File: src/rtl/crunit_defines.svh
// Constants for the call and return instruction unit.
// Assumes a 16-bit instruction word and a 21-bit program counter.
// How it works
// - Relative call is 11011 plus 11-bit offset
// - Offset is signed, -1024 to 1023 words
// - Call pushes PC+2, jumps PC+2+2n, two cycles
// - Reset opcode starts full master clear reset
// - Interrupt return pops stack into PC, two cycles
// - Interrupt return sets enable in final phase
// - Shadow bit set restores accumulator, flags, bank
// - Returns leave PC high latches untouched
// - Literal return loads accumulator, pops PC
// - Subroutine return pops PC, keeps flags unless shadow bit set, idles
// - Rotate left through carry updates C, N, Z
// - Destination bit picks accumulator or file register
`ifndef CRUNIT_DEFINES_SVH
`define CRUNIT_DEFINES_SVH

`define CRU_RELATIVE_CALL_OP_PREFIX  5'h1b
`define CRU_RESET_OPCODE  16'h00ff
`define CRU_INTERRUPT_RETURN_OP_PREFIX 15'h0008
`define CRU_RETURN_PREFIX 15'h0009
`define CRU_LITERAL_RETURN_OP_PREFIX  8'h0c
`define CRU_ROTATE_LEFT_CARRY_OP_PREFIX   6'h0d
`define CRU_PC_STEP       21'h000002
`define CRU_PC_RESET      21'h000000
`define CRU_STATUS_C      0
`define CRU_STATUS_Z      2
`define CRU_STATUS_N      4
`define CRU_PHASES        4
`define CRU_LAST_PHASE    2'h3

`endif

File: src/rtl/crunit_pkg.sv
// Types for the call and return instruction unit.
// Assumes the defines header is included by users.
package crunit_pkg;
    typedef enum logic [2:0] {
        CRU_OP_NONE,
        CRU_OP_RELATIVE_CALL_OP,
        CRU_OP_RESET,
        CRU_OP_INTERRUPT_RETURN_OP,
        CRU_OP_RETURN,
        CRU_OP_LITERAL_RETURN_OP,
        CRU_OP_ROTATE_LEFT_CARRY_OP
    } crunit_op_t;
    typedef enum {
        CRU_EXEC,
        CRU_IDLE
    } crunit_state_t;
endpackage

File: src/rtl/crunit_dec_if.sv
// Decoded instruction fields passed from decoder to core.
// Assumes one decoder and one consumer.
`timescale 1ns/1ps
interface crunit_dec_if;
    import crunit_pkg::*;
    crunit_op_t  op;
    logic [10:0] offset;
    logic        shadow;
    logic [7:0]  literal;
    logic        dest;
    modport dec  (output op, output offset, output shadow, output literal, output dest);
    modport core (input op, input offset, input shadow, input literal, input dest);
endinterface

File: src/rtl/crunit_core.sv
// Execute logic for relative call, reset, returns and rotate.
// Assumes instr_valid is high in phase 0 of a new cycle and stack is external.
`timescale 1ns/1ps
`include "crunit_defines.svh"
module crunit_core
    import crunit_pkg::*;
#(
    parameter int PC_W = 21
)
(
    input  wire logic            clk,
    input  wire logic            rst,
    input  wire logic [15:0]     instr,
    input  wire logic            instr_valid,
    input  wire logic            irq_low_active,
    input  wire logic            priority_enable,
    input  wire logic [PC_W-1:0] stack_top_entry,
    input  wire logic [7:0]      file_data,
    input  wire logic [7:0]      saved_accum_copy,
    input  wire logic [7:0]      saved_flags_copy,
    input  wire logic [3:0]      saved_bank_select,
    output logic [PC_W-1:0]      pc,
    output logic [7:0]           accum,
    output logic [7:0]           status_flags,
    output logic [3:0]           bank_select_reg,
    output logic                 high_priority_irq_enable,
    output logic                 low_priority_irq_enable,
    output logic                 stack_push,
    output logic [PC_W-1:0]      stack_push_data,
    output logic                 stack_pop,
    output logic                 file_write,
    output logic [7:0]           file_wdata,
    output logic                 soft_reset,
    output logic                 busy
);
    crunit_dec_if dec_bus ();

    crunit_decoder u_dec (
        .instr (instr),
        .dec   (dec_bus.dec)
    );

    function automatic logic [PC_W-1:0] rel_target(input logic [PC_W-1:0] base, input logic [10:0] n);
        logic [PC_W-1:0] ext;
        ext = {{(PC_W-11){n[10]}}, n};
        return base + PC_W'(`CRU_PC_STEP) + {ext[PC_W-2:0], 1'b0};
    endfunction

    crunit_state_t   state;
    crunit_state_t   next_state;
    crunit_op_t      op_hold;
    crunit_op_t      next_op_hold;
    logic            shadow_hold;
    logic            next_shadow_hold;
    logic [1:0]      phase;
    logic [1:0]      next_phase;
    logic [PC_W-1:0] next_pc;
    logic [7:0]      next_accum;
    logic [7:0]      next_status_flags;
    logic [3:0]      next_bank_select_reg;
    logic            next_high_priority_irq_enable;
    logic            next_low_priority_irq_enable;
    logic [7:0]      rot;
    logic            last_phase;

    assign last_phase = (phase == `CRU_LAST_PHASE);

    always_comb begin
        next_state                    = state;
        next_op_hold                  = op_hold;
        next_shadow_hold              = shadow_hold;
        next_phase                    = phase + 2'h1;
        next_pc                       = pc;
        next_accum                    = accum;
        next_status_flags             = status_flags;
        next_bank_select_reg          = bank_select_reg;
        next_high_priority_irq_enable = high_priority_irq_enable;
        next_low_priority_irq_enable  = low_priority_irq_enable;
        stack_push                    = 1'b0;
        stack_push_data               = pc + PC_W'(`CRU_PC_STEP);
        stack_pop                     = 1'b0;
        file_write                    = 1'b0;
        file_wdata                    = 8'h00;
        soft_reset                    = 1'b0;
        rot                           = {file_data[6:0], status_flags[`CRU_STATUS_C]};
        busy                          = (state == CRU_IDLE);
        case (state)
            CRU_EXEC: begin
                if (instr_valid && phase == 2'h0) begin
                    next_op_hold     = dec_bus.op;
                    next_shadow_hold = dec_bus.shadow;
                    if (dec_bus.op == CRU_OP_RELATIVE_CALL_OP) begin
                        stack_push = 1'b1;
                    end
                    if (dec_bus.op == CRU_OP_RESET) begin
                        soft_reset = 1'b1;
                    end
                    if (dec_bus.op == CRU_OP_ROTATE_LEFT_CARRY_OP) begin
                        next_status_flags[`CRU_STATUS_C] = file_data[7];
                        next_status_flags[`CRU_STATUS_N] = rot[7];
                        next_status_flags[`CRU_STATUS_Z] = (rot == 8'h00);
                        if (dec_bus.dest) begin
                            file_write = 1'b1;
                            file_wdata = rot;
                        end else begin
                            next_accum = rot;
                        end
                    end
                end
                if (last_phase) begin
                    case (op_hold)
                        CRU_OP_RELATIVE_CALL_OP: begin
                            next_pc    = rel_target(pc, dec_bus.offset);
                            next_state = CRU_IDLE;
                        end
                        CRU_OP_INTERRUPT_RETURN_OP, CRU_OP_RETURN, CRU_OP_LITERAL_RETURN_OP: begin
                            stack_pop  = 1'b1;
                            next_pc    = stack_top_entry;
                            next_state = CRU_IDLE;
                            if (op_hold == CRU_OP_LITERAL_RETURN_OP) begin
                                next_accum = dec_bus.literal;
                            end else if (shadow_hold) begin
                                next_accum           = saved_accum_copy;
                                next_status_flags    = saved_flags_copy;
                                next_bank_select_reg = saved_bank_select;
                            end
                            if (op_hold == CRU_OP_INTERRUPT_RETURN_OP) begin
                                if (priority_enable && irq_low_active) begin
                                    next_low_priority_irq_enable = 1'b1;
                                end else begin
                                    next_high_priority_irq_enable = 1'b1;
                                end
                            end
                        end
                        CRU_OP_ROTATE_LEFT_CARRY_OP, CRU_OP_NONE: begin
                            next_pc = pc + PC_W'(`CRU_PC_STEP);
                        end
                        default: begin
                            next_pc = pc;
                        end
                    endcase
                    next_op_hold = CRU_OP_NONE;
                end
            end
            CRU_IDLE: begin
                if (last_phase) begin
                    next_state = CRU_EXEC;
                end
            end
            default: begin
                next_state = CRU_EXEC;
            end
        endcase
    end

    always_ff @(posedge clk or posedge rst) begin
        if (rst) begin
            state                    <= CRU_EXEC;
            op_hold                  <= CRU_OP_NONE;
            shadow_hold              <= 1'b0;
            phase                    <= 2'h0;
            pc                       <= PC_W'(`CRU_PC_RESET);
            accum                    <= 8'h00;
            status_flags             <= 8'h00;
            bank_select_reg          <= 4'h0;
            high_priority_irq_enable <= 1'b0;
            low_priority_irq_enable  <= 1'b0;
        end else begin
            state                    <= next_state;
            op_hold                  <= next_op_hold;
            shadow_hold              <= next_shadow_hold;
            phase                    <= next_phase;
            pc                       <= next_pc;
            accum                    <= next_accum;
            status_flags             <= next_status_flags;
            bank_select_reg          <= next_bank_select_reg;
            high_priority_irq_enable <= next_high_priority_irq_enable;
            low_priority_irq_enable  <= next_low_priority_irq_enable;
        end
    end
endmodule

File: src/rtl/crunit_decoder.sv
// Opcode decoder for the call and return group.
// Assumes a stable instruction word during decode.
`timescale 1ns/1ps
`include "crunit_defines.svh"
module crunit_decoder
    import crunit_pkg::*;
(
    input  wire logic [15:0] instr,
    crunit_dec_if.dec        dec
);
    always_comb begin
        dec.op      = CRU_OP_NONE;
        dec.offset  = instr[10:0];
        dec.shadow  = instr[0];
        dec.literal = instr[7:0];
        dec.dest    = instr[9];
        if (instr[15:11] == `CRU_RELATIVE_CALL_OP_PREFIX) begin
            dec.op = CRU_OP_RELATIVE_CALL_OP;
        end else if (instr == `CRU_RESET_OPCODE) begin
            dec.op = CRU_OP_RESET;
        end else if (instr[15:1] == `CRU_INTERRUPT_RETURN_OP_PREFIX) begin
            dec.op = CRU_OP_INTERRUPT_RETURN_OP;
        end else if (instr[15:1] == `CRU_RETURN_PREFIX) begin
            dec.op = CRU_OP_RETURN;
        end else if (instr[15:8] == `CRU_LITERAL_RETURN_OP_PREFIX) begin
            dec.op = CRU_OP_LITERAL_RETURN_OP;
        end else if (instr[15:10] == `CRU_ROTATE_LEFT_CARRY_OP_PREFIX) begin
            dec.op = CRU_OP_ROTATE_LEFT_CARRY_OP;
        end
    end
endmodule

File: config.mk
export PLATFORM = sky130hd
export DESIGN_NAME = crunit_core
export DESIGN_NICKNAME = d
export VERILOG_FILES = /design/src/rtl/crunit_pkg.sv /design/src/rtl/crunit_dec_if.sv /design/src/rtl/crunit_core.sv /design/src/rtl/crunit_decoder.sv
export VERILOG_INCLUDE_DIRS = /design/src /design/src/rtl
export SDC_FILE = /design/constraint.sdc
export NUM_CORES = 1
export LEC_CHECK = 0
export BUFFER_PORTS_ARGS = -buffer_cell sky130_fd_sc_hd__buf_2
export CORE_AREA = 4 4 128 130
export CTS_BUF_LIST = sky130_fd_sc_hd__clkbuf_4 sky130_fd_sc_hd__clkbuf_8
export DETAILED_ROUTE_END_ITERATION = 10
export DIE_AREA = 0 0 132 134
export HOLD_SLACK_MARGIN = 0.08
export PLACE_DENSITY_LB_ADDON = 0.12
export SLEW_MARGIN = 20
export SYNTH_ARGS = -nofsm -noshare
export SYNTH_HDL_FRONTEND = slang
export SYNTH_HIERARCHICAL = 1
export SYNTH_SLANG_ARGS = --single-unit
File: constraint.sdc
create_clock -name clk -period 4.11 [get_ports clk]
set_input_delay 0.411 -clock clk [delete_from_list [all_inputs] [get_ports clk]]
set_output_delay 0.411 -clock clk [all_outputs]
set_load 0.05 [all_outputs]
# ---- Word-level counts from Yosys, hierarchy flattened
# Cells that the tools add are included.
dict set report op_classes {
  n_lt_le_gt_ge 0
  add_sub_neg 3
  shift 0
  n_reduce_logical 18
  mul 0
  n_eq_ne 20
  n_mux 47
  bitwise 2
  div_mod_pow 0
}
# cell n
set op_table {}
lappend op_table {{$mux 32} 3}
lappend op_table {{$mux 8} 11}
lappend op_table {{$pmux 32 s2} 1}
lappend op_table {{$pmux 21 s3} 1}
lappend op_table {{$eq 32x1->1 const B} 1}
lappend op_table {{$eq 32x2->1 const B} 1}
lappend op_table {{$logic_not 32->1} 1}
lappend op_table {{$eq 15x4->1 const B} 2}
lappend op_table {{$mux 3} 8}
lappend op_table {{$add 21x2->21 const B} 1}
lappend op_table {{$add 21x21->21} 1}
lappend op_table {{$mux 5} 4}
lappend op_table {{$mux 1} 19}
lappend op_table {{$eq 16x8->1 const B} 1}
lappend op_table {{$reduce_and 5->1} 3}
lappend op_table {{$eq 3x3->1 const B} 4}
lappend op_table {{$eq 8x4->1 const B} 1}
lappend op_table {{$logic_not 8->1} 1}
lappend op_table {{$eq 3x1->1 const B} 2}
lappend op_table {{$eq 3x2->1 const B} 2}
lappend op_table {{$eq 6x4->1 const B} 1}
lappend op_table {{$ne 2x2->1 const B} 3}
lappend op_table {{$reduce_and 3->1} 2}
lappend op_table {{$eq 5x5->1 const B} 1}
lappend op_table {{12 further kinds} 15}
dict set report word_totals {
  register_bits 81
  latch_bits 0
  out_inout_bits 77
  romBits 0
  n_memories 0
  mem_bits_rw 0
  elab_cells 101
}

# ---- Longest topological paths before layout
dict set report depth {
  word_depth 14
  mapped_depth 14
}

# ---- Cells and area by module
# Netlist, hierarchy kept.
# mod instances cells_each seq_area_each_um2 area_each_um2
set by_module_without_submodules {}
lappend by_module_without_submodules {crunit_core 1 497 1251.2 4187.8}
lappend by_module_without_submodules {crunit_decoder 1 42 0.0 289.0}

# ---- Least setup slack after synthesis
# OpenSTA, ideal clock, no wires.
dict set report synth_timing {
  path_kind {reg-to-reg}
  start {reg pc[1]}
  end {reg pc[11]}
  path_buffers 0
  arrival_time_ns 4.131
  path_slack_ns -0.147
  path_stages_with_launch 11
  path_cell_list {dfrtp_1 ha_1 nand3_1 xnor2_1 ha_1 a21o_1 a221o_2 a311o_2 xor2_1 and2_0 o32a_1}
}
dict set report synth_via {
  elab_chain_len 3
}
# item line
set synth_lines {}
lappend synth_lines {{start, declared} crunit_core.sv:22} ;# output logic [PC_W-1:0] pc,
lappend synth_lines {{start signal, assigned} crunit_core.sv:162} ;# pc <= PC_W'(`CRU_PC_RESET);
lappend synth_lines {{start signal, assigned} crunit_core.sv:173} ;# pc <= next_pc;
lappend synth_lines {{$add 21x2->21} --}
lappend synth_lines {{net stack_push_data[5]} crunit_core.sv:29} ;# output logic [PC_W-1:0] stack_push_data,
lappend synth_lines {{$add 21x21->21} crunit_core.sv:46} ;# return base + PC_W'(`CRU_PC_STEP) + {ext[PC_W-2:0], 1'b0};
lappend synth_lines {{$pmux 21 s3} crunit_core.sv:111} ;# case (op_hold)
# The timed path passes the listed nets, and every way through them passes these cells.
# A chain may end at the register's enable or synchronous reset.

# ---- Worst setup path in the final report
dict set report layout_timing {
  start {reg pc[1]}
  end {reg pc[11]}
}
dict set report layout_via {
  elab_chain_len 3
}
# item line
set layout_lines {}
lappend layout_lines {{$add 21x2->21 (*)} {crunit_core.sv:46, crunit_core.sv:136}}
lappend layout_lines {{$add 21x21->21} crunit_core.sv:46}
lappend layout_lines {{$pmux 21 s3 (*)} crunit_core.sv:111}
# Mark *: on every way between the ends. The rest lies on a longest branch, timed or not.

==> flow_metrics.tcl <==
set metrics [dict create \
    rows 45 \
    rsz0062_at_grt "false" \
    core_mm2 0.0151 \
    synthesis.area_mm2 0.00448 \
    cpPeakStageDelay_ns 0.44 \
    drtIter0Drc 306 \
    min-delay-path-class "in -> async" \
    placed_cells 831 \
    drv_cap 0 \
    nNetsFinal 747 \
    overflow 0 \
    drive_gt1_share_pct 28.9 \
    timing.fmax_ghz 0.286 \
    cts_tree "built" \
    yosysMostFrequentCell "dfrtp_1" \
    seq_area_frac_synth_pct 27.9 \
    status "completed" \
    crit_type "reg -> reg" \
    stdcell_count 839 \
    yosys_warnings 6 \
    cts-htree-levels 2 \
    reg.largest.list "pc (21), accum (8), status_flags (8)" \
    vias 4595 \
    fill_cells 1631 \
    hold_ws_ns 0.252 \
    synth_top_area_cell "dfrtp_1" \
    synth_async_sr_flop_share_pct 100 \
    drv_slew 0 \
    syn_inst 539 \
    required_ns 4.34 \
    synthFlopType "dfrtp_1" \
    num_io_pins 147 \
    syn_to_final_growth_pct 19.1 \
    place_hpwl_um 12100 \
    syn_avg_cell_area_um2 8.31 \
    die_h_um 134 \
    fin_setup_tns_ns 0 \
    regMostFlops "pc" \
    end_kind "flop" \
    n_antenna_cell 0 \
    cts_max_path_buffers 2 \
    grt_usage_pct 17.4 \
    wl_um 15800 \
    detail-route-antenna-nets 0 \
    p_leak_nw 2.53 \
    p_per_area_mw_per_mm2 579 \
    grt_pass1_wl_um 24500 \
    ys_top_cells_by_count "50 x dfrtp_1, 46 x nand2_1, 39 x a21oi_1, 39 x o21ai_0, 34 x nor2_1" \
    cts-resized-gates 0 \
    synth-edff-count 0 \
    initial_core_util_pct 29.6 \
    drt-pass1-iter-count 6 \
    synthesis.nets 636 \
    slowest_stage "dfrtp_1" \
    path_cells "ha_1, nand3_1, nor2_1, nand2_1, xnor2_2, ha_1, a21oi_1, a21boi_0, a311o_2, xor2_1, and2_0, o32a_1" \
    largest_reg_flops 21 \
    wl_per_cell_um 18.9 \
    start_kind "flop" \
    ir_worst_vdd_mv 0.327 \
    clkTransAtPathRegs_ns 0.12 \
    root_buffer "clkbuf_8" \
    worst_pin_slew_ns 0.947 \
    seq_area_mm2 0.00125 \
    netlist.area_leader.share_pct 27.9 \
    hold_buffers 0 \
    synthTopCellsByArea "dfrtp_1 28%, ha_1 7.3%, a21oi_1 4.4%" \
    route.detailed.drc 0 \
    antenna_found_initial 0 \
    setup_violations 0 \
    worst-endpoint-arrival_ns 3.73 \
    numCtsBuffers 5 \
    grt_max_degree 51 \
    postCtsSetupBuffers 0 \
    fin_crit_ns 3.49 \
    insertion_delay_ns 0.34 \
    final.period_utilization_pct 85.0 \
    die_w_um 132 \
    via_per_inst 5.48 \
    cp_max_fo 6 \
    cpMostUsedCell "ha_1" \
    cts_sinks 50 \
    gp_congestion 0.883 \
    ys_ff_latch 50 \
    grt_pass1_vias 4380 \
    hold_violations 0 \
    final.setup_skew_ns 0.0116 \
    synth.distinct_cells 65 \
    multi_input_area_mm2 0.00292 \
    die_area_mm2 0.0177 \
    io_buffer_count 146 \
    maxSlewHeadroom_pct 36.6 \
]
[layer usage]
metal / routed length [um] / global-route usage (%)
met1: 7000 / 22.4
met5: 0 / 0
met4: 248 / 5.31
met3: 991 / 3.15
met2: 7600 / 29.6
[layout by cell type (no fill, tap or decap), types with 6 or more instances in the layout]
master / n
nand4_1: 15
a21o_1: 14
nand3_1: 16
ha_1: 26
a22oi_1: 7
xnor2_1: 10
a21oi_1: 39
and2_1: 11
xor2_1: 17
buf_2: 146
nand2_1: 46
inv_1: 16
nor2_1: 34
nor3_1: 8
and3_1: 8
dfrtp_1: 50
o22ai_1: 13
o31ai_1: 10
o21ai_0: 39
o211ai_1: 11
mux2_2: 14
a22o_1: 6
mux2i_1: 9
[where the power goes]
part | total (mW) | internal (mW) | switching (mW)
combinational | 2.02 | 0.612 | 1.41
sequential | 0.727 | 0.579 | 0.147
clock | 0.338 | 0.126 | 0.212
[path summary, 6_finish.rpt]
path / end / cells past startpoint / slack, ns / from
max in group asynchronous: pc[4] / 3 / 3.39 / rst
min in group clk: bank_select_reg[0] / 2 / 0.30 / saved_bank_select[0]
hold / removal: pc[19] / 3 / 0.25 / rst
setup / recovery: pc[11] / 12 / 0.62 / pc[1]
hold reg to reg: phase[0] / 1 / 0.46 / phase[0]
setup reg to reg: pc[11] / 12 / 0.62 / pc[1]
[logic make-up (layout without fill, tap and decap cells)]
kind of cell | after synthesis | count (layout) | share of synthesized area [%]
fa+ha+maj | 27 | 27 | 7.71
mux | 23 | 23 | 5.53
compound gates | 180 | 180 | 26.6
flops | 50 | 50 | 27.9
simple gates | 165 | 165 | 18.7
xor+xnor | 30 | 30 | 6.18
buf+inv | 64 | 176 | 7.35
[metrics by stage]
step                      setup slack (ns)  power (mW)  utilization, %  instance area (um2)
final                                0.616        3.08            35.2                 5330
after floorplan                    0.00920        2.26               -                 4490
after detailed placement             0.591        2.75            34.6                 5240
after global placement               0.706        2.74            34.6                 5240
after CTS                            0.570        3.11            35.2                 5330
after global routing                 0.313        3.31            35.2                 5330
[layout make-up]
cell class	instances	share of cell area [%]
Multi-Input combinational cell	425	54.7
Tap cell	188	4.41
Clock inverter	3	0.493
Sequential cell	50	23.5
Clock buffer	5	1.29
Timing Repair Buffer	151	14.4
Inverter	17	1.20
[critical path, delay by kind of cell, from the launching register on]
kind,cells,cell delay [ns]
fa+ha+maj,2,0.56
compound gates,4,1.14
xor+xnor,2,0.33
simple gates,4,0.92
flops,1,0.44
Power figures use the tool's default switching activity.
